**config.mk**
```make
export PLATFORM = sky130hd
export DESIGN_NAME = fc_flash_ctrl
export DESIGN_NICKNAME = d
export VERILOG_FILES = /design/src/fc_pkg.sv /design/src/fc_axil_slave.sv /design/src/fc_rd_port.sv /design/src/fc_flash_ctrl.sv
export SDC_FILE = /design/constraint.sdc
export NUM_CORES = 1
export LEC_CHECK = 0
export BUFFER_PORTS_ARGS = -buffer_cell sky130_fd_sc_hd__buf_2
export CELL_PAD_IN_SITES_DETAIL_PLACEMENT = 1
export CELL_PAD_IN_SITES_GLOBAL_PLACEMENT = 1
export CORE_ASPECT_RATIO = 0.75
export CORE_MARGIN = 10
export CORE_UTILIZATION = 30
export DETAILED_ROUTE_END_ITERATION = 8
export GPL_ROUTABILITY_DRIVEN = 1
export PLACE_DENSITY = 0.57
export SLEW_MARGIN = 20
export SYNTH_ARGS = -nofsm -noshare
export SYNTH_HDL_FRONTEND = slang
export SYNTH_SLANG_ARGS = --single-unit
```
**constraint.sdc**
```tcl
create_clock -name mclk -period 7.8 [get_ports mclk]
set_input_delay 0.39 -clock mclk [delete_from_list [all_inputs] [get_ports mclk]]
set_output_delay 0.39 -clock mclk [all_outputs]
set_load 0.02 [all_outputs]
```
**src/fc_pkg.sv**
```systemverilog
// Constants, register layout and carriers of the flash program/erase controller.
// Assumes a 50 MHz system clock and a synchronous-read flash array beside it.
// What this block does
// - Done flag bit 5: set at end, cleared at start
// - Fault flag bit 2: blank check fails; write 0 clears
// - Busy bit 0 set at start, cleared at end
// - Control bit 6 launches erase, auto-cleared
// - Control bit 1 selects page erase, auto-cleared
// - Control bit 0 selects programming, auto-cleared
// - Address register 0x10 gives page or word target
// - Address writes ignored while busy
// - Reserved status and control bits read zero
// - Blank check before program; skip and flag fault
// - Erase sets every page bit to one
// - Flash reads stall during operation, then complete
// - User flash is 64 pages of 512 bytes
package fc_pkg;
   // Register byte offsets
   localparam logic [7:0] OFS_STATUS = 8'h04;
   localparam logic [7:0] OFS_CTRL = 8'h08;
   localparam logic [7:0] OFS_DATA = 8'h0c;
   localparam logic [7:0] OFS_ADDR = 8'h10;
   localparam logic [7:0] OFS_IRQ_STAT = 8'h14;
   localparam logic [7:0] OFS_IRQ_MASK = 8'h18;
   // Status field positions
   localparam int ST_BUSY = 0;
   localparam int ST_FAULT = 2;
   localparam int ST_DONE = 5;
   // Control field positions
   localparam int CT_PROG = 0;
   localparam int CT_PERASE = 1;
   localparam int CT_LAUNCH = 6;
   // Interrupt status and mask positions
   localparam int IRQ_DONE = 0;
   localparam int IRQ_FAULT = 1;
   // Reset values
   localparam logic RST_DONE = 1'b1;
   localparam logic [31:0] RST_WORD = 32'h00000000;
   localparam logic [1:0] RST_IRQ = 2'h0;
   // Array geometry: 64 pages of 512 bytes
   localparam int PAGE_BITS = 9;
   localparam int PAGE_COUNT = 64;
   localparam int ARR_AW = PAGE_BITS + $clog2(PAGE_COUNT);
   localparam logic [31:0] BLANK_WORD = 32'hffffffff;
   // Bus answers
   localparam logic [1:0] RESP_OKAY = 2'h0;
   localparam logic [1:0] RESP_DECERR = 2'h3;
   // Register write request from the bus slave
   typedef struct packed {
      logic [7:0] addr;
      logic [31:0] data;
      logic [3:0] strb;
   } fc_wreq_t;
   // Merge write data into an old value under byte strobes
   function automatic logic [31:0] fc_merge(input logic [31:0] old, input fc_wreq_t w);
      logic [31:0] m;
      m = {{8{w.strb[3]}}, {8{w.strb[2]}}, {8{w.strb[1]}}, {8{w.strb[0]}}};
      return (old & ~m) | (w.data & m);
   endfunction
endpackage

```
**src/fc_axil_slave.sv**
```systemverilog
// AXI4-Lite slave front end: takes one write and one read at a time.
// Assumes the register file answers read data and errors combinationally.
`timescale 1ns/10ps
module fc_axil_slave
   import fc_pkg::*;
(
   input wire logic mclk,
   input wire logic rst,
   input wire logic awvalid,
   output logic awready,
   input wire logic [7:0] awaddr,
   input wire logic wvalid,
   output logic wready,
   input wire logic [31:0] wdata,
   input wire logic [3:0] wstrb,
   output logic bvalid,
   input wire logic bready,
   output logic [1:0] bresp,
   input wire logic arvalid,
   output logic arready,
   input wire logic [7:0] araddr,
   output logic rvalid,
   input wire logic rready,
   output logic [31:0] rdata,
   output logic [1:0] rresp,
   output logic wr_en,
   output fc_wreq_t wreq,
   input wire logic wr_err,
   output logic rd_en,
   output logic [7:0] rd_addr,
   input wire logic [31:0] rd_data,
   input wire logic rd_err
);
   logic aw_full; // Address held
   logic w_full; // Data held

   // Write path: collect both halves, pulse the write, then answer
   always_ff @(posedge mclk or posedge rst) begin
      if (rst) begin
         awready <= 1'b1;
         wready <= 1'b1;
         aw_full <= 1'b0;
         w_full <= 1'b0;
         wr_en <= 1'b0;
         bvalid <= 1'b0;
         bresp <= RESP_OKAY;
         wreq <= '0;
      end else begin
         wr_en <= 1'b0;
         // Address half taken
         if (awvalid && awready) begin
            wreq.addr <= awaddr;
            aw_full <= 1'b1;
            awready <= 1'b0;
         end
         // Data half taken
         if (wvalid && wready) begin
            wreq.data <= wdata;
            wreq.strb <= wstrb;
            w_full <= 1'b1;
            wready <= 1'b0;
         end
         // Both held: one write pulse
         if (aw_full && w_full && !wr_en && !bvalid) begin
            wr_en <= 1'b1;
         end
         // Pulse done: raise response
         if (wr_en) begin
            bvalid <= 1'b1;
            bresp <= wr_err ? RESP_DECERR : RESP_OKAY;
            aw_full <= 1'b0;
            w_full <= 1'b0;
         end
         // Response taken: reopen
         if (bvalid && bready) begin
            bvalid <= 1'b0;
            awready <= 1'b1;
            wready <= 1'b1;
         end
      end
   end

   // Read path: one read pulse, data registered next cycle
   always_ff @(posedge mclk or posedge rst) begin
      if (rst) begin
         arready <= 1'b1;
         rd_en <= 1'b0;
         rd_addr <= 8'h00;
         rvalid <= 1'b0;
         rdata <= 32'h00000000;
         rresp <= RESP_OKAY;
      end else begin
         rd_en <= 1'b0;
         if (arvalid && arready) begin
            rd_addr <= araddr;
            arready <= 1'b0;
            rd_en <= 1'b1;
         end
         if (rd_en) begin
            rvalid <= 1'b1;
            rdata <= rd_data;
            rresp <= rd_err ? RESP_DECERR : RESP_OKAY;
         end
         if (rvalid && rready) begin
            rvalid <= 1'b0;
            arready <= 1'b1;
         end
      end
   end
endmodule

```
**src/fc_rd_port.sv**
```systemverilog
// Flash read port for the processor side; waits while an operation runs.
// Assumes the array returns read data the cycle after it samples its read enable.
`timescale 1ns/10ps
module fc_rd_port
   import fc_pkg::*;
(
   input wire logic mclk,
   input wire logic rst,
   input wire logic req,
   input wire logic [ARR_AW-1:0] addr,
   input wire logic stall,
   input wire logic [31:0] arr_rdata,
   output logic go,
   output logic [ARR_AW-1:0] go_addr,
   output logic valid,
   output logic [31:0] data
);
   logic pend; // Request waiting for the array
   logic [1:0] flight; // Read enable, then data cycle

   // Issue only while no operation runs
   assign go = pend && !stall;

   // Hold the request until the array is free
   always_ff @(posedge mclk or posedge rst) begin
      if (rst) begin
         pend <= 1'b0;
         go_addr <= '0;
      end else if (go) begin
         pend <= 1'b0;
      end else if (req && !pend && flight == 2'b00) begin
         pend <= 1'b1;
         go_addr <= addr;
      end
   end

   // Track the read and capture its data
   always_ff @(posedge mclk or posedge rst) begin
      if (rst) begin
         flight <= 2'b00;
         valid <= 1'b0;
         data <= 32'h00000000;
      end else begin
         flight <= {flight[0], go};
         valid <= flight[1];
         if (flight[1]) begin
            data <= arr_rdata;
         end
      end
   end
endmodule

```
**src/fc_flash_ctrl.sv**
```systemverilog
// Flash program/erase controller: registers, sequencer and array drive.
// Assumes a synchronous-read array that pulses arr_done at the end of
// each program or erase, and one AXI4-Lite master.
//
// The AXI4-Lite slave port was chosen for this implementation.
`timescale 1ns/10ps
module fc_flash_ctrl
   import fc_pkg::*;
(
   input wire logic mclk,
   input wire logic rst,
   input wire logic awvalid,
   output logic awready,
   input wire logic [7:0] awaddr,
   input wire logic wvalid,
   output logic wready,
   input wire logic [31:0] wdata,
   input wire logic [3:0] wstrb,
   output logic bvalid,
   input wire logic bready,
   output logic [1:0] bresp,
   input wire logic arvalid,
   output logic arready,
   input wire logic [7:0] araddr,
   output logic rvalid,
   input wire logic rready,
   output logic [31:0] rdata,
   output logic [1:0] rresp,
   output logic [ARR_AW-1:0] arr_addr,
   output logic [31:0] arr_wdata,
   output logic arr_rd_en,
   output logic arr_prog_en,
   output logic arr_erase_en,
   input wire logic [31:0] arr_rdata,
   input wire logic arr_done,
   input wire logic cpu_rd_req,
   input wire logic [ARR_AW-1:0] cpu_rd_addr,
   output logic cpu_rd_valid,
   output logic [31:0] cpu_rd_data,
   output logic irq
);
   // Sequencer states
   typedef enum logic [2:0] {
      S_IDLE,
      S_ERASE,
      S_READ,
      S_CHECK,
      S_PROG
   } fc_state_t;

   fc_state_t state; // Sequencer state
   fc_wreq_t wreq; // Write from the bus
   logic wr_en; // Register write pulse
   logic wr_err; // Unmapped write
   logic rd_en; // Register read pulse
   logic [7:0] rd_addr; // Register read offset
   logic [31:0] rd_data; // Read mux
   logic rd_err; // Unmapped read
   logic busy; // Operation in progress
   logic done; // Last operation ended
   logic fault; // Blank check failed
   logic prog_sel; // Programming chosen
   logic perase_sel; // Page erase chosen
   logic launch; // Erase launched
   logic [31:0] prog_word; // Word to program
   logic [31:0] target; // Target address
   logic addr_loaded; // Address written since last operation
   logic [1:0] irq_stat; // Sticky event bits
   logic [1:0] irq_mask; // Event enables
   logic [31:0] next_ctrl; // Control after merge
   logic wr_ctrl; // Control write
   logic wr_data; // Data write
   logic erase_start; // Erase begins
   logic prog_start; // Program begins
   logic blank_fail; // Target not blank
   logic op_end; // Operation finished
   logic rp_go; // Read port uses the array
   logic [ARR_AW-1:0] rp_addr; // Read port address
   logic [ARR_AW-1:0] page_base; // Page aligned target

   // Bus slave
   fc_axil_slave u_bus (
      .mclk(mclk),
      .rst(rst),
      .awvalid(awvalid),
      .awready(awready),
      .awaddr(awaddr),
      .wvalid(wvalid),
      .wready(wready),
      .wdata(wdata),
      .wstrb(wstrb),
      .bvalid(bvalid),
      .bready(bready),
      .bresp(bresp),
      .arvalid(arvalid),
      .arready(arready),
      .araddr(araddr),
      .rvalid(rvalid),
      .rready(rready),
      .rdata(rdata),
      .rresp(rresp),
      .wr_en(wr_en),
      .wreq(wreq),
      .wr_err(wr_err),
      .rd_en(rd_en),
      .rd_addr(rd_addr),
      .rd_data(rd_data),
      .rd_err(rd_err)
   );

   // Processor read port, held off while busy
   fc_rd_port u_rd (
      .mclk(mclk),
      .rst(rst),
      .req(cpu_rd_req),
      .addr(cpu_rd_addr),
      .stall(busy || erase_start || prog_start),
      .arr_rdata(arr_rdata),
      .go(rp_go),
      .go_addr(rp_addr),
      .valid(cpu_rd_valid),
      .data(cpu_rd_data)
   );

   // Write decode and start conditions
   always_comb begin
      wr_ctrl = wr_en && wreq.addr == OFS_CTRL;
      wr_data = wr_en && wreq.addr == OFS_DATA;
      next_ctrl = fc_merge({25'h0, launch, 4'h0, perase_sel, prog_sel}, wreq);
      // Erase needs page erase select given in the same write as launch
      erase_start = wr_ctrl && !busy && next_ctrl[CT_LAUNCH]
         && next_ctrl[CT_PERASE];
      // Data write with program chosen and address loaded
      prog_start = wr_data && !busy && prog_sel && addr_loaded;
      blank_fail = state == S_CHECK && arr_rdata != BLANK_WORD;
      op_end = (state == S_ERASE || state == S_PROG) && arr_done;
      page_base = {target[ARR_AW-1:PAGE_BITS], {PAGE_BITS{1'b0}}};
      case (wreq.addr)
         OFS_STATUS, OFS_CTRL, OFS_DATA, OFS_ADDR, OFS_IRQ_STAT, OFS_IRQ_MASK: wr_err = 1'b0;
         default: wr_err = 1'b1;
      endcase
   end

   // Register read mux; reserved bits read zero
   always_comb begin
      rd_data = 32'h00000000;
      rd_err = 1'b0;
      case (rd_addr)
         OFS_STATUS: begin
            rd_data[ST_BUSY] = busy;
            rd_data[ST_FAULT] = fault;
            rd_data[ST_DONE] = done;
         end
         OFS_CTRL: begin
            rd_data[CT_PROG] = prog_sel;
            rd_data[CT_PERASE] = perase_sel;
            rd_data[CT_LAUNCH] = launch;
         end
         OFS_DATA: rd_data = prog_word;
         OFS_ADDR: rd_data = target;
         OFS_IRQ_STAT: rd_data[1:0] = irq_stat;
         OFS_IRQ_MASK: rd_data[1:0] = irq_mask;
         default: rd_err = 1'b1;
      endcase
   end

   // Sequencer: erase waits on the array; program reads, checks, writes
   always_ff @(posedge mclk or posedge rst) begin
      if (rst) begin
         state <= S_IDLE;
      end else begin
         unique case (state)
            S_IDLE: begin
               if (erase_start) begin
                  state <= S_ERASE;
               end else if (prog_start) begin
                  state <= S_READ;
               end
            end
            S_ERASE: if (arr_done) state <= S_IDLE;
            S_READ: state <= S_CHECK;
            // Not blank: skip the write
            S_CHECK: state <= blank_fail ? S_IDLE : S_PROG;
            S_PROG: if (arr_done) state <= S_IDLE;
         endcase
      end
   end

   // Array strobes and address, registered
   always_ff @(posedge mclk or posedge rst) begin
      if (rst) begin
         arr_rd_en <= 1'b0;
         arr_prog_en <= 1'b0;
         arr_erase_en <= 1'b0;
         arr_addr <= '0;
         arr_wdata <= RST_WORD;
      end else begin
         arr_rd_en <= prog_start || rp_go;
         arr_erase_en <= erase_start;
         arr_prog_en <= state == S_CHECK && !blank_fail;
         if (erase_start) begin
            arr_addr <= page_base;
         end else if (prog_start) begin
            arr_addr <= {target[ARR_AW-1:2], 2'b00};
            // The starting data write lands in prog_word at this same edge
            arr_wdata <= fc_merge(prog_word, wreq);
         end else if (rp_go) begin
            arr_addr <= rp_addr;
         end
      end
   end

   // Busy and done flags
   always_ff @(posedge mclk or posedge rst) begin
      if (rst) begin
         busy <= 1'b0;
         done <= RST_DONE;
      end else if (erase_start || prog_start) begin
         busy <= 1'b1;
         done <= 1'b0;
      end else if (op_end || blank_fail) begin
         busy <= 1'b0;
         done <= 1'b1;
      end
   end

   // Fault flag; hardware set wins over a clearing write
   always_ff @(posedge mclk or posedge rst) begin
      if (rst) begin
         fault <= 1'b0;
      end else if (blank_fail) begin
         fault <= 1'b1;
      end else if (wr_en && wreq.addr == OFS_STATUS && wreq.strb[0]
         && !wreq.data[ST_FAULT]) begin
         fault <= 1'b0;
      end
   end

   // Control bits: set by software while idle, cleared as busy falls
   always_ff @(posedge mclk or posedge rst) begin
      if (rst) begin
         prog_sel <= 1'b0;
         perase_sel <= 1'b0;
         launch <= 1'b0;
      end else if (op_end || blank_fail) begin
         prog_sel <= 1'b0;
         perase_sel <= 1'b0;
         launch <= 1'b0;
      end else if (wr_ctrl && !busy) begin
         prog_sel <= next_ctrl[CT_PROG];
         perase_sel <= next_ctrl[CT_PERASE];
         launch <= next_ctrl[CT_LAUNCH] && next_ctrl[CT_PERASE];
      end
   end

   // Program word and target address
   always_ff @(posedge mclk or posedge rst) begin
      if (rst) begin
         prog_word <= RST_WORD;
         target <= RST_WORD;
         addr_loaded <= 1'b0;
      end else begin
         if (wr_data && !busy) begin
            prog_word <= fc_merge(prog_word, wreq);
         end
         // Frozen while busy
         if (wr_en && wreq.addr == OFS_ADDR && !busy) begin
            target <= fc_merge(target, wreq);
            addr_loaded <= 1'b1;
         end else if (op_end || blank_fail) begin
            addr_loaded <= 1'b0;
         end
      end
   end

   // Interrupt status, write one to clear, set wins
   always_ff @(posedge mclk or posedge rst) begin
      if (rst) begin
         irq_stat <= RST_IRQ;
         irq_mask <= RST_IRQ;
         irq <= 1'b0;
      end else begin
         if (wr_en && wreq.addr == OFS_IRQ_STAT && wreq.strb[0]) begin
            irq_stat <= (irq_stat & ~wreq.data[1:0])
               | {blank_fail, op_end || blank_fail};
         end else begin
            irq_stat <= irq_stat | {blank_fail, op_end || blank_fail};
         end
         if (wr_en && wreq.addr == OFS_IRQ_MASK && wreq.strb[0]) begin
            irq_mask <= wreq.data[1:0];
         end
         irq <= |(irq_stat & irq_mask);
      end
   end
endmodule

```
---- Word-level counts from Yosys, hierarchy flattened ----
Index checks and enable logic that the tools add are counted.
word-level totals
  flip-flop bits (word level) ............. 277
  input port bits ......................... 108
  output and inout bits ................... 125
  logic and storage cells ................. 189
operators by class
  equal/unequal tests ..................... 19
  multiplexer cells ....................... 49
  bitwise logic cells ..................... 15
  reductions and logical operators ........ 67
operators with widths
  cell                  number
  $and 32x32->32        3
  $or 32x32->32         2
  $pmux 25 s2           1
  $eq 8x5->1 const B    6
  $mux 15               3
  $eq 8x4->1 const B    4
  $logic_and 1x1->1     32
  $ne 32x32->1 const B  1
  $not 32->32           1
  $mux 1                31
  $reduce_bool 2->1     12
  $eq 8x3->1 const B    2
  $mux 3                4
  $pmux 3 s4            1
  $reduce_or 6->1       2
  $pmux 1 s3            3
  $and 7x7->7           1
  $logic_not 1->1       7
  $or 7x7->7            1
  $eq 3x2->1 const B    2
  $logic_or 1x1->1      6
  $mux 2                3
  $pmux 1 s6            1
  $reduce_and 2->1      3
  other kinds (14)      18

---- Depth between registers and ports, before layout ----
Gate-level depths: netlist (run 1).
  depth in word-level cells ............... 12
  mapped depth ............................ 7
  depth with buffers taken out ............ 5

---- Modules after synthesis ----
Synthesis (run 1) repeated with hierarchy kept, for this count alone.
unflattened totals
  cell total of the unflattened synthesis .. 814
  area, all modules ....................... 11562.3 sq um
by module, submodules not included
  module         instances  cells each  area an instance (sq um)  seq. area each (sq um)
  fc_flash_ctrl  1          496         6015.8                    3229.3
  fc_axil_slave  1          211         3662.3                    2381.0
  fc_rd_port     1          107         1884.3                    1276.2

---- Worst setup path after synthesis (run 1) ----
No wires, ideal clock.
  path type ............................... reg-to-reg
  start point ............................. register u_bus.wreq[41] (netlist name)
  end point ............................... register prog_word[10]
  library setup time ...................... 0.125 ns
  arrival ................................. 1.755 ns
  required time ........................... 7.675 ns
  path slack .............................. 5.920 ns
  cell stages (with the launch flop) ...... 7
  path buffers ............................ 1
  period minus slack after synthesis ...... 1.880 ns
  cells stage by stage .................... dfrtp_1 -> nor4b_4 -> and2_4 -> and4_1 -> buf_6 -> nand2_8 -> mux2_4
on the way
  cells in the longest elaborated chain, start to end .. 3
ends and longest elaborated chain
  what                  line                  text
  $eq 8x4->1            fc_flash_ctrl.sv:128  wr_data = wr_en && wreq.addr == OFS_DATA;
  $logic_and 1x1->1     fc_flash_ctrl.sv:128
  $logic_and 1x1->1     fc_flash_ctrl.sv:263  if (wr_data && !busy) begin
  end signal, assigned  fc_flash_ctrl.sv:264  prog_word <= fc_merge(prog_word, wreq);
  end, declared         fc_flash_ctrl.sv:65   logic [31:0] prog_word;
No other way between the ends.
A chain may end at the register's enable or synchronous reset.

---- Final worst setup path (run 1) ----
  start point ............................. register u_bus.wreq[0] (netlist name)
  end point ............................... register arr_addr[4]
on the way
  cells in the longest elaborated chain, start to end .. 10
ends and longest elaborated chain
  what                            line                  text
  $not 32->32                     -
  $and 7x7->7                     fc_pkg.sv:58          return (old & ~m) | (w.data & m);
  $or 7x7->7 (*)                  fc_pkg.sv:58
  $logic_and 1x1->1               fc_flash_ctrl.sv:131  erase_start = wr_ctrl && !busy && next_ctrl[CT_LAUNCH]
  $logic_and 1x1->1 (*)           fc_flash_ctrl.sv:132  && next_ctrl[CT_PERASE];
  $logic_or 1x1->1 (2 in series)  fc_flash_ctrl.sv:117  .stall(busy || erase_start || prog_start),
  $logic_not 1->1                 fc_rd_port.sv:22      assign go = pend && !stall;
  $logic_and 1x1->1               fc_rd_port.sv:22
  $reduce_bool 3->1 (no line)     -
  end signal, assigned            fc_flash_ctrl.sv:202  arr_addr <= page_base;
  end signal, assigned            fc_flash_ctrl.sv:204  arr_addr <= {target[ARR_AW-1:2], 2'b00};
  end signal, assigned            fc_flash_ctrl.sv:208  arr_addr <= rp_addr;
  end, declared                   fc_flash_ctrl.sv:29   output logic [ARR_AW-1:0] arr_addr,
Every way passes the cells marked *; elsewhere a longest branch is shown, timed or not.

==> impl_summary.md, run 1 <==
Logic synthesis
The number of synthesized flops with an enable pin is 0. The synthesized design spends more area on one cell type than any other, namely dfrtp_1. Among all flip-flop cells after synthesis, the most frequent one is dfrtp_1. Ranked by total cell area, the synthesized netlist is headed by dfrtp_1 59%, mux2_2 14%, mux2_4 4.2%.

The count of cell types in the netlist is 53. The post-synthesis register bit count is roughly 280. The Yosys step of the flow raised 0 warnings. A synthesized cell averages between 10 and 15 sq um. The share of synthesized area occupied by flip-flops and latches is 60.25%. The area fraction of the dominant cell type after synthesis is about three fifths.

Of all flip-flops after synthesis, the portion carrying an async set or reset was between 90% and 100%. In the synthesized netlist, the number of instances is between 800 and 900. The total standard cell area after synthesis is around 11000 sq um. Counting every net in the synthesized netlist gives approximately 970.

Finish
In the final design database the tool counted 1201 nets. The number of fill cells in the layout is 4022. The post-route core utilization is between 30% and 40%.

The count of antenna diodes in the layout is 0. Once layout is done, the placed cells without fillers occupy ~14000 sq um. The fraction of layout instances using a drive strength above 1 is roughly 44%. The area growth from synthesis to final layout is 24.32%.

The finished layout holds 1621 standard cells, fillers aside.

Place
In this run the tool buffered the top-level ports with 232 buffer cells. The half-perimeter wire length after placement is about 24 mm. The congestion estimate from routability-driven global placement came to 0.7446. The cell area after placement is about 13000 sq um. The number of cells in the design after placement is 1562. Timing analysis after detailed placement gives a worst setup slack of 5.083 ns.

Timing
Final hold analysis gives a worst-case slack of between 0.03 and 0.04 ns. The highest achievable clock rate is 0.3634 GHz. In the post-route analysis, the smallest setup slack over all paths is 5.049 ns. The final hold violation count came to 0. Setup violations remaining at the end of the flow were counted as 0. At the pin with the least slew margin, the transition time is between 0.9 and 1 ns. The number of max-slew violations in the final report was 0.

After layout, the minimum clock period comes to approximately 2.8 ns. The worst setup skew after layout is 0.009819 ns. Setup repair after global routing left no endpoint under its margin.

In this run the tightest slew margin relative to its limit is between 30% and 40%. The worst path uses approximately a third of the clock period. Setup total negative slack on the finished layout was measured at 0 ns.

Flow run
The max-capacitance violation count is 0.

Power and ir drop
The power density over the cells is about 300 nW/um^2. The worst-case vdd ir drop is about 0.16 mV. The design draws 4.317 mW.

The leakage power of the design is slightly above 7 nW.

Hold path
The min-delay analysis places its worst path in the category input port to flip-flop.

Clocking
After clock tree synthesis, the clock-pin slew on the worst setup and hold paths is around 0.06 ns. The hold buffer count at cts is 2. The clock net sink count is 275. The cell at the root of the clock tree is clkbuf_16. In this run the number of H-tree levels came out at 1. The maximum number of buffers from clock root to sink is 3. The number of buffers inserted by post-CTS setup repair is 0. The number of buffers added by the clock tree synthesis step is 30.

The clock tree from TritonCTS is yes. The quantity of gates resized following cts is 0. The clock insertion delay at the later pin of the skew report is roughly 0.56 ns.

Worst setup path
The reg2reg setup slack is just over 5 ns. STA classifies the critical path endpoint as a flip-flop. Along the worst path, the maximum fanout reaches 16.

At the worst endpoint, the required time is between 8 and 9 ns. The classification of the worst setup path is flip-flop to flip-flop. STA classifies the critical path startpoint as a flip-flop. For the worst setup path, the data arrival time is approximately 3.2 ns.

Status
The flow ran to the end, and the final reports show no timing, DRC or antenna violations.

Global routing
Entering global routing, the biggest net connects 162 pins. The routing usage on met1 is roughly a fifth. The global-route wire length before repair is between 50 and 60 mm. The via count of the first global-routing pass is approximately 8400. The met3 usage in global routing is 2.504%. The initial antenna violation count is 0. For met2 alone, demand over resource in global routing was a little under a quarter.

The final global-route overflow total is 0. The most heavily used metal layer in global routing is met2. Global routing used about 14% of the available tracks across all layers.

Floorplan
Once the floorplan was initialized, standard cells occupied a little under a third of the core. The I/O pin total is ~230. The core region area is about 37000 sq um. The die is between 150 and 200 microns tall. The area of the die is roughly 46000 sq um. Row generation in the floorplan step produced between 60 and 70 rows. The floorplan step set the die width to around 250 microns.

Route
In the routed layout, each cell is associated on average with a via count of approximately 4.7. In the final routed layout, each cell accounts on average for approximately 21 microns. In the routed design, unresolved DRC markers number 0.

The violation count after the first detailed-routing iteration is 425. The final layout contains routed wiring with a total length of between 30 and 40 mm. The detailed router placed between 7000 and 8000 vias in this run. The residual antenna-violating net count after detailed routing is 0.

Before antenna repair, the detailed router went through 4 iterations.
-- worst max-delay path, stage by stage, from the launching register on --
cell     delay [ns]
dfrtp_1        0.92
and3b_1        0.28
o21a_1         0.18
o21ai_0        0.52
nand2_1        0.37
mux2_2         0.36
-- cells in the final DEF, fill, tap and decap left out, drive strengths merged, types with 3 or more instances in the layout --
| cell type | instances |
|---|---|
| clkinv | 7 |
| and2 | 4 |
| and3 | 3 |
| nor4 | 3 |
| mux2i | 45 |
| nand4 | 10 |
| o21ai | 53 |
| nand2 | 70 |
| buf | 242 |
| clkbuf | 44 |
| o21a | 4 |
| bufinv | 4 |
| dfstp | 4 |
| dfrtp | 271 |
| nor4b | 3 |
| inv | 11 |
| mux2 | 174 |
| o2bb2ai | 7 |
| a21o | 3 |
| o22ai | 3 |
| nor2 | 51 |
| nand3 | 5 |
| a22oi | 28 |
| a21oi | 37 |
-- cells by family after synthesis --
group / count (synthesis) / synth area share [%]
AOI/OAI and AO/OA: 145 / 7.662
and+or+nand+nor: 165 / 7.684
DFF: 275 / 60.25
muxes: 219 / 22.13
buffers and inverters: 55 / 2.200
xor gates and xnor gates: 1 / 0.07663
-- final timing paths --
check,end,startpoint,cells after the start
min in group asynchronous,u_rd.data[2]$_DFFE_PP0P_,rst,3
max,arr_addr[4]$_DFFE_PP0P_,u_bus.wreq[0]$_DFFE_PP0P_,5
max in group asynchronous,prog_word[18]$_DFFE_PP0N_,rst,4
max reg2reg,arr_addr[4]$_DFFE_PP0P_,u_bus.wreq[0]$_DFFE_PP0P_,5
min,u_bus.bvalid$_DFFE_PP0P_,bready,2
min reg2reg,u_rd.flight[1]$_DFF_PP0_,u_rd.flight[0]$_DFF_PP0_,0
-- power by group --
part           internal, mW  switching, mW  leakage, nW
logic                 0.364          0.427         2.93
clock network         0.932          0.585        0.529
registers              1.68          0.333         3.59
-- layout make-up --
type | instances | area (sq um) | share of cell area, %
clock buffer | 44 | 904.6 | 6.366
inverter | 12 | 48.80 | 0.3434
clock inverter | 12 | 162.7 | 1.145
tap | 504 | 630.6 | 4.437
sequential | 275 | 6888 | 48.47
timing repair buffer | 244 | 1272 | 8.954
multi-input combinational | 530 | 4304 | 30.29
-- cells in the mapped netlist (3+ instances only) --
cell       count
a21o_1         3
a21oi_1       37
a22oi_1       28
and2_1         3
and3_1         3
buf_2          3
buf_4          5
buf_6          3
clkbuf_1      30
dfrtp_1      271
dfstp_2        4
inv_1         12
mux2_2       142
mux2_4        32
mux2i_1       45
nand2_1       62
nand2_2        4
nand2_8        4
nand3_1        5
nand4_1       10
nor2_1        50
o21a_1         4
o21ai_0       53
o22ai_1        3
o2bb2ai_1      7
-- layer usage --
metal  routed length [microns]  share of wire (%)
met1                     15810                 47
met2                     16200                 48
met3                      1201                3.6
met4                       624                1.8
met5                         0                  0
(Power assumes the default switching activity.)
==> run 2, diff against run 1 <==
Settings changed: PLACE_DENSITY 0.57 to 0.55.
Clock period 7.8 ns to 2.8 ns, I/O delays scaled along.
==> run 2 against run 1 <==
Clock power rose to 2.8 times the previous value. Hold slack improved by 0.015 ns. Setup slack got worse by 4.5 ns. Sequential power rose to 2.8 times the previous value. Clock skew is 0.011 ns higher. Cell count is 7.4% higher. Final area up 8.3%. Highest routed layer unchanged. Fmax rose by 25%.
==> impl_summary.md, run 2 (same netlist as run 1, synthesis figures left out) <==
Global routing
The routing usage on met1 is 20.76% (+1.4 points). The all-layer global routing usage was 15.43% (+1.2 points). The met2 capacity usage during global routing is 25.41% (+2.2 points). The global-route wire length before repair came to 56.44 mm (+7.6%).

The via count of the first global-routing pass is 9087 (+8.7%). The final global-route overflow total was 0 (unchanged). The pin count of the biggest net entering global routing is 125 (-23%). The met3 usage in global routing is 2.672% (+0.17 points). The initial antenna violation count is 1 (+1). The most heavily used metal layer in global routing is met2.

Timing
The final-layout worst hold slack is 0.04886 ns (+0.01492 ns). The share of the clock period used by the worst path is 78.71% (+43 points). The final critical delay including setup and external delays is 2.204 ns (-0.5476 ns). The number of max-slew violations in the final report came to 0 (unchanged). The worst setup skew after layout is 0.02129 ns (+0.01147 ns). Setup repair after global routing left no endpoint under its margin. The relative slew slack is 48.10% (+12 points). The highest achievable clock rate is 0.4537 GHz (+25%). The accumulated negative setup slack was 0 ns (unchanged).

The transition at the pin with the smallest max-transition slack is 0.7784 ns (-0.1782 ns). The final hold violation count is 0 (unchanged). The final-report setup violation count came to 0 (unchanged).

Worst setup path
The signal on the critical path passes through nor4b_4 > and2_4 > and4_1 > buf_4 > nand2_8 > mux2_4. The worst register-to-register path begins at u_bus.wreq[41]$_DFFE_PP0P_. The worst-path maximum fanout was 8 (-8).

On the critical path, the stage with the largest delay is an instance of nor4b_4. The number of cells on the worst reg-to-reg path came to 6 (+1). In this run the critical register-to-register path is captured at prog_word[28]$_DFFE_PP0N_. The critical path capture point type is a flip-flop. The reg2reg setup slack is 0.60 ns (-4.45 ns). The critical path data arrival time came to 2.64 ns (-0.55 ns). The worst path required time is 3.23 ns (-5.01 ns). The classification of the worst setup path is flip-flop to flip-flop.

The longest individual stage delay on the worst path came to 0.46 ns (-0.46 ns). The sort of element at the start of the critical path is a flip-flop.

Finish
The fraction of layout instances using a drive strength above 1 came to 40.61% (-3.4 points). The post-route standard cell area excluding fillers is 15390 sq um (+8.3%). The area growth from synthesis to final layout is 34.62%.

The number of fill cells in the layout came to 3988 (-0.85%). The library cell used most frequently in the layout, excluding fill and tap cells, is dfrtp_1. The net count reported at finish is 1320 (+9.9%). The top cell types in the final layout, fill and taps aside, are 270 x dfrtp_1, 232 x buf_2, 142 x mux2_2.

Floorplan
The core region area is 37320 sq um (unchanged). The starting density of the core is 30.63% (unchanged). The I/O pin total was 233 (unchanged).

The area of the die is 46390 sq um (unchanged). The horizontal die dimension is 245.4 microns (unchanged). The die height was 189.1 microns (unchanged). The count of standard-cell rows came to 61 (unchanged).

Clocking
The clock-pin transition on the worst setup and hold timing paths came to 0.06 ns (about the same). The number of buffers inserted by post-CTS setup repair came to 0 (unchanged). The clock net sink count came to 275 (unchanged). The maximum number of buffers from clock root to sink is 3 (unchanged). The clock insertion delay at the later pin of the skew report is 0.56 ns (about the same). The clock tree from TritonCTS is yes.

The cell at the root of the clock tree is clkbuf_16. The number of buffers added by the clock tree synthesis step is 31 (+3.3%). The number of H-tree branching levels is 1 (unchanged).

Place
The number of port buffers is 232 (unchanged). The final weighted congestion in routability-driven placement came to 0.7592 (+2.0%). The cell area after placement was 13240 sq um (+0.93%). The half-perimeter wire length after placement came to 24.58 mm (+3.0%).

Route
The residual antenna-violating net count after detailed routing was 0 (unchanged). The violation count after the first detailed-routing iteration is 383 (-9.9%). The total vias in the final route came to 8285 (+8.2%). The number of iterations in the first detailed-routing pass was 4 (unchanged). The remaining design rule violation count was 0 (unchanged).

The average detailed-routed wire length per instance came to 20.72 microns (-0.72%). The total routed wirelength is 36.07 mm (+6.6%). The detail-routed via count per cell is 4.759 (+0.78%).

Power and ir drop
The worst-case vdd ir drop is 0.4750 mV (+200%). The overall power of the completed layout is 12.25 mW (+180%). The power density over the cells is 796.3 nW/um^2 (+160%).

The leakage power of the design is 7.569 nW (+7.3%).

Hold path
The class of the worst hold path is input port to async pin.

Flow run
The max-capacitance violation count is 0 (unchanged).

Status
The flow ran to the end, and the final reports show no timing, DRC or antenna violations.
-- run 2: cell count changes in the layout (fill, tap and decap cells not counted), sizes merged --
cell	change
clkinvlp	-1
diode	+1
clkbuf	+3
buf	+12
dlygate4sd3	+106
inv	+1
clkinv	-2
-- run 2: final cells by class --
class / count / area, sq um / share of cell area, %
antenna: 1 / 2.502 / 0.01626
clock buffer: 47 / 915.9 / 5.952
clock inverter: 10 / 153.9 / 1.000
inverter: 12 / 48.80 / 0.3171
multi-input combinational: 530 / 4304 / 27.97
sequential: 275 / 6888 / 44.76
tap: 504 / 630.6 / 4.098
timing repair buffer: 362 / 2445 / 15.89
-- run 2: worst max path at each step --
stage | to | slack, ns | cells past startpoint | start
4_1_cts | arr_wdata[24]$_DFFE_PP0P_ | 0.57 | 5 | u_bus.wreq[41]$_DFFE_PP0P_
6_report | prog_word[28]$_DFFE_PP0N_ | 0.60 | 6 | u_bus.wreq[41]$_DFFE_PP0P_
5_1_grt | arr_wdata[28]$_DFFE_PP0P_ | 0.43 | 5 | u_bus.wr_en$_DFF_PP0_
3_5_place_dp | arr_wdata[28]$_DFFE_PP0P_ | 0.59 | 5 | u_bus.wreq[41]$_DFFE_PP0P_
3_3_place_gp | arr_addr[2]$_DFFE_PP0P_ | 0.63 | 6 | u_bus.wreq[39]$_DFFE_PP0P_
2_1_floorplan | async pin | -0.97 | 1 | rst
-- run 2: timing repair --
item | in CTS | in global routing
gates resized for setup | 0 | 0
endpoints found under the hold margin | 380 | 0
hold buffers | 108 | 0
-- run 2: critical path: cells and delay by family, from the launching register on --
kind,cells,cell delay [ns]
multiplexers,1,0.35
AND/OR/NAND/NOR,4,1.03
buffers and inverters,1,0.27
flip-flops,1,0.40
-- run 2: power by group --
part | total [mW] | switching, mW | internal [mW]
clock | 4.27 | 1.66 | 2.61
combinational | 2.42 | 1.26 | 1.15
sequential | 5.57 | 0.900 | 4.67
-- run 2: through the flow --
stage | util, % | worst slack [ns] | std cells
finish | 41.23 | 0.5961 | 1741
global route | 41.23 | 0.4313 | 1741
CTS | 41.23 | 0.5660 | 1740
detailed placement | 35.46 | 0.5920 | 1575
global placement | 35.46 | 0.6267 | 1575
floorplan | - | -0.9741 | 860
-- run 2: routing by layer --
metal / part of all wire [%] / vias to the layer above
met5: 0 / -
met4: 1.8 / 0
li1: - / 3788
met3: 4.0 / 44
met2: 48 / 143
met1: 46 / 4310
==> run 3, diff against run 2 <==
Settings changed: ABC_AREA set to 1, PLACE_DENSITY 0.55 to 0.57.
Clock period 2.8 ns to 2.2 ns, I/O delays scaled along.
==> run 3 against run 2 <==
First-iteration DRC count is 5.7% lower. Clock power is 27% higher. Fmax is 14% higher. Utilization is 0.47 points lower. Hold slack better by 0.011 ns. Setup slack worse by 0.33 ns. Clock-buffer cell count is 4 lower. Sequential share of layout area is 0.66 points lower. Clock skew is 0.0089 ns lower. Synthesized area is 1.9% higher. Final area is 1.5% higher. Sequential power is 41% higher. Largest cell class unchanged. Largest power group unchanged.
==> impl_summary.md, run 3 <==
Status
The run finished with clean final reports.

Logic synthesis
The post-synthesis register bit count is 275 (unchanged). The mux share of post-synthesis cell area is 8.977% (-13 points). The share of synthesized area occupied by flip-flops and latches was 59.10% (-1.1 points). The synthesized design spends more area on one cell type than any other, namely dfrtp_1. Ranked by total cell area, the synthesized netlist is headed by dfrtp_1 58%, nand2_1 11%, mux2_2 6.6%.

The number of synthesized flops with an enable pin came to 0 (unchanged). Among all cell types in the netlist, the one instantiated most often is nand2_1. The total standard cell area after synthesis is 11650 sq um (+1.9%). The synthesized area per cell is 9.883 sq um (-26%). The largest family of logic cells by synthesized area is simple AND/OR/NAND/NOR gates. The number of warning messages in the yosys log is 0 (unchanged). The synthesized-area fraction occupied by adder cells is 0% (unchanged). The count of cell types in the netlist was 38 (-28%). In the synthesized netlist, the cells that appear most often are 353 x nand2_1, 271 x dfrtp_1, 68 x mux2_2, 68 x nor2_1, 64 x nand3_1.

The area fraction of the dominant cell type after synthesis came to 58.20% (-1.1 points). The share of synthesized registers carrying an async set or reset was 100.0% (unchanged). The area fraction in compound gates after synthesis came to 7.935% (+0.27 points). The net count of the mapped netlist is 1287 (+33%). The most used flip-flop cell after synthesis is dfrtp_1. The synthesized netlist cell count was 1179 (+37%). The synthesized-area fraction occupied by and/or/nand/nor cells is 19.49% (+12 points).

The post-synthesis xor/xnor area fraction was 0% (-0.077 points).

Flow run
The max-capacitance violation count is 0 (unchanged).

Worst setup path
The worst setup path is captured at a flip-flop. In this run the critical register-to-register path is captured at arr_addr[4]$_DFFE_PP0P_. The critical path data arrival time was 2.38 ns (-0.26 ns).

The endpoint of the most critical setup path is arr_addr[4]$_DFFE_PP0P_. By instance count, the cell type seen most on the critical path is nand2_1. The slowest stage of the critical path belongs to the cell dfrtp_1. The reg2reg setup slack is 0.26 ns (-0.33 ns). The instance count on the critical path is 10 (+4). The number of cells on the worst reg-to-reg path came to 10 (+4). The longest individual stage delay on the worst path is 0.66 ns (+0.20 ns).

Broken down by cell family, the worst path's largest delay share belongs to simple AND/OR/NAND/NOR gates. The most critical setup path has its startpoint at u_bus.wreq[0]$_DFFE_PP0P_. The critical path in this run is classified as flip-flop to flip-flop.

The worst-path maximum fanout was 14 (+6). The worst path required time came to 2.65 ns (-0.58 ns). The count of buffering cells on the critical path with inverters included is 2 (+1). The sort of element at the start of the critical path is a flip-flop. The worst flop-to-flop path startpoint is u_bus.wreq[0]$_DFFE_PP0P_. Traced cell by cell, the critical path runs through nand2_1 > nand2_1 > nand2_1 > inv_1 > nand3_4 > buf_4 > nand3_1 > nand2_1 > nand2_1 > nand2_1.

Power and ir drop
The overall power of the completed layout was 19.71 mW (+61%). The leakage power of the design is 7.666 nW (+1.3%). The worst-case vdd ir drop is 0.7248 mV (+53%).

The power density over the cells is 1262 nW/um^2 (+58%).

Finish
The net count reported at finish is 1631 (+24%). The post-route core utilization is 40.76% (-0.47 points). The fraction of layout instances using a drive strength above 1 is 27.47% (-13 points).

Leaving out fill and tap cells, the most frequent cell in the layout is nand2_1. The number of non-filler instances in the completed layout is 2061 (+18%). Leaving out fill and tap cells, the most frequent cells in the layout are 352 x nand2_1, 270 x dfrtp_1, 232 x buf_2.

The number of fill cells in the layout came to 4399 (+10%). From synthesis to final layout, the design area changed by 34.04%.

Place
The number of port buffers came to 232 (unchanged). The number of cells in the design after placement is 1893 (+20%). The half-perimeter wire length after placement is 26.73 mm (+8.8%). The final weighted congestion in routability-driven placement came to 0.7684 (+1.2%).

Floorplan
The I/O pin total is 233 (unchanged). The horizontal die dimension is 247.6 microns (+0.88%). The die height is 190.7 microns (+0.86%). The core region area is 38320 sq um (+2.7%). The starting density of the core is 30.41% (-0.22 points). The count of standard-cell rows is 62 (+1.6%).

The area of the die is 47210 sq um (+1.8%).

Timing
The final-report setup violation count was 0 (unchanged). The relative slew slack came to 56.13% (+8.0 points). The worst setup skew after layout is 0.01240 ns (-0.008895 ns). The final hold violation count came to 0 (unchanged). The share of the clock period used by the worst path was 87.97% (+9.3 points). Setup repair after global routing left no endpoint under its margin.

The number of max-slew violations in the final report is 0 (unchanged). The transition at the pin with the smallest max-transition slack is 0.6580 ns (-0.1204 ns). The final-layout worst hold slack is 0.05975 ns (+0.01089 ns). The final critical delay including setup and external delays is 1.935 ns (-0.2686 ns). The highest achievable clock rate is 0.5167 GHz (+14%).

Clocking
The clock insertion delay at the later pin of the skew report was 0.56 ns (about the same). The number of buffers added by the clock tree synthesis step is 31 (unchanged). The maximum number of buffers from clock root to sink came to 3 (unchanged).

The quantity of gates resized following cts was 0 (unchanged). The clock net sink count came to 275 (unchanged). The clock-pin transition on the worst setup and hold timing paths was 0.06 ns (about the same). TritonCTS built the clock tree.

The number of H-tree branching levels came to 1 (unchanged). The cell at the root of the clock tree is clkbuf_16.

Global routing
The via count of the first global-routing pass was 10520 (+16%). The all-layer global routing usage is 16.01% (+0.58 points). The final global-route overflow total is 0 (unchanged).

The global-route wire length before repair was 60.33 mm (+6.9%). The initial antenna violation count is 3 (+2). The pin count of the biggest net entering global routing came to 102 (-18%).

Route
The average detailed-routed wire length per instance is 18.41 microns (-11%). The number of iterations in the first detailed-routing pass is 4 (unchanged). The residual antenna-violating net count after detailed routing is 0 (unchanged). The total routed wirelength is 37.95 mm (+5.2%). The total vias in the final route is 9585 (+16%). The detail-routed via count per cell is 4.651 (-2.3%). The remaining design rule violation count is 0 (unchanged). The violation count after the first detailed-routing iteration is 361 (-5.7%).

Hold path
The class of the worst hold path is input port to async pin.
run 3: per-layer routing:
metal | GRT usage, % | part of all wire (%) | vias up
met1 | 22.30 | 48 | 4750
met3 | 3.373 | 4.6 | 43
li1 | - | - | 4629
met4 | 2.504 | 1.5 | 2
met2 | 25.57 | 46 | 161
met5 | 0 | 0.034 | -
run 3: timing repair:
action                    CTS  global route
buffers inserted            0             0
hold endpoints to repair  286             0
hold buffers              109             0
run 3: worst reg2reg max path, delay by kind of cell (launching register included):
kind	cells	cell delay [ns]
simple gates	8	0.82
flops	1	0.66
buf+inv	2	0.35
run 3: per-stage QoR:
stage,setup TNS (ns),setup slack (ns),instance area [sq um]
floorplan,-420.77,-1.544,11660
global placement,0,0.3232,13450
detailed placement,0,0.2633,13450
CTS,0,0.2493,15610
global route,0,0.08915,15620
finish,0,0.2647,15620
run 3: kinds of logic after synthesis:
family,Yosys count
AND/OR/NAND/NOR,532
multiplexers,96
AO/OA/AOI/OAI,168
buffers and inverters,108
flip-flops,275
run 3: worst min path at each step:
stage	start	endpoint	slack, ns	cells past startpoint
after floorplan	arvalid	u_bus.arready$_DFFE_PP1P_	0.18	1
after global placement	rst	u_bus.wreq[39]$_DFFE_PP0P_	0.1	2
after detailed placement	rst	u_bus.wreq[39]$_DFFE_PP0P_	0.09	2
after CTS	rst	irq_mask[0]$_DFFE_PP0P_	0.05	3
after global routing	rst	u_bus.bresp[0]$_DFFE_PP0P_	0.09	3
final	rst	irq_mask[0]$_DFFE_PP0P_	0.06	3
run 3: area by class of cell:
cell class / instances / area [sq um] / share of cell area (%)
Sequential cell: 275 / 6888 / 44.10
Tap cell: 512 / 640.6 / 4.102
Timing Repair Buffer: 369 / 2562 / 16.41
Multi-Input combinational cell: 796 / 4258 / 27.26
Clock inverter: 14 / 180.2 / 1.154
Inverter: 50 / 193.9 / 1.242
Clock buffer: 43 / 890.9 / 5.704
Antenna cell: 2 / 5.005 / 0.03204
run 3: where the power goes:
group | internal [mW] | switching [mW]
clock network | 3.29 | 2.15
logic | 2.46 | 3.97
registers | 6.63 | 1.21
total | 12.4 | 7.33
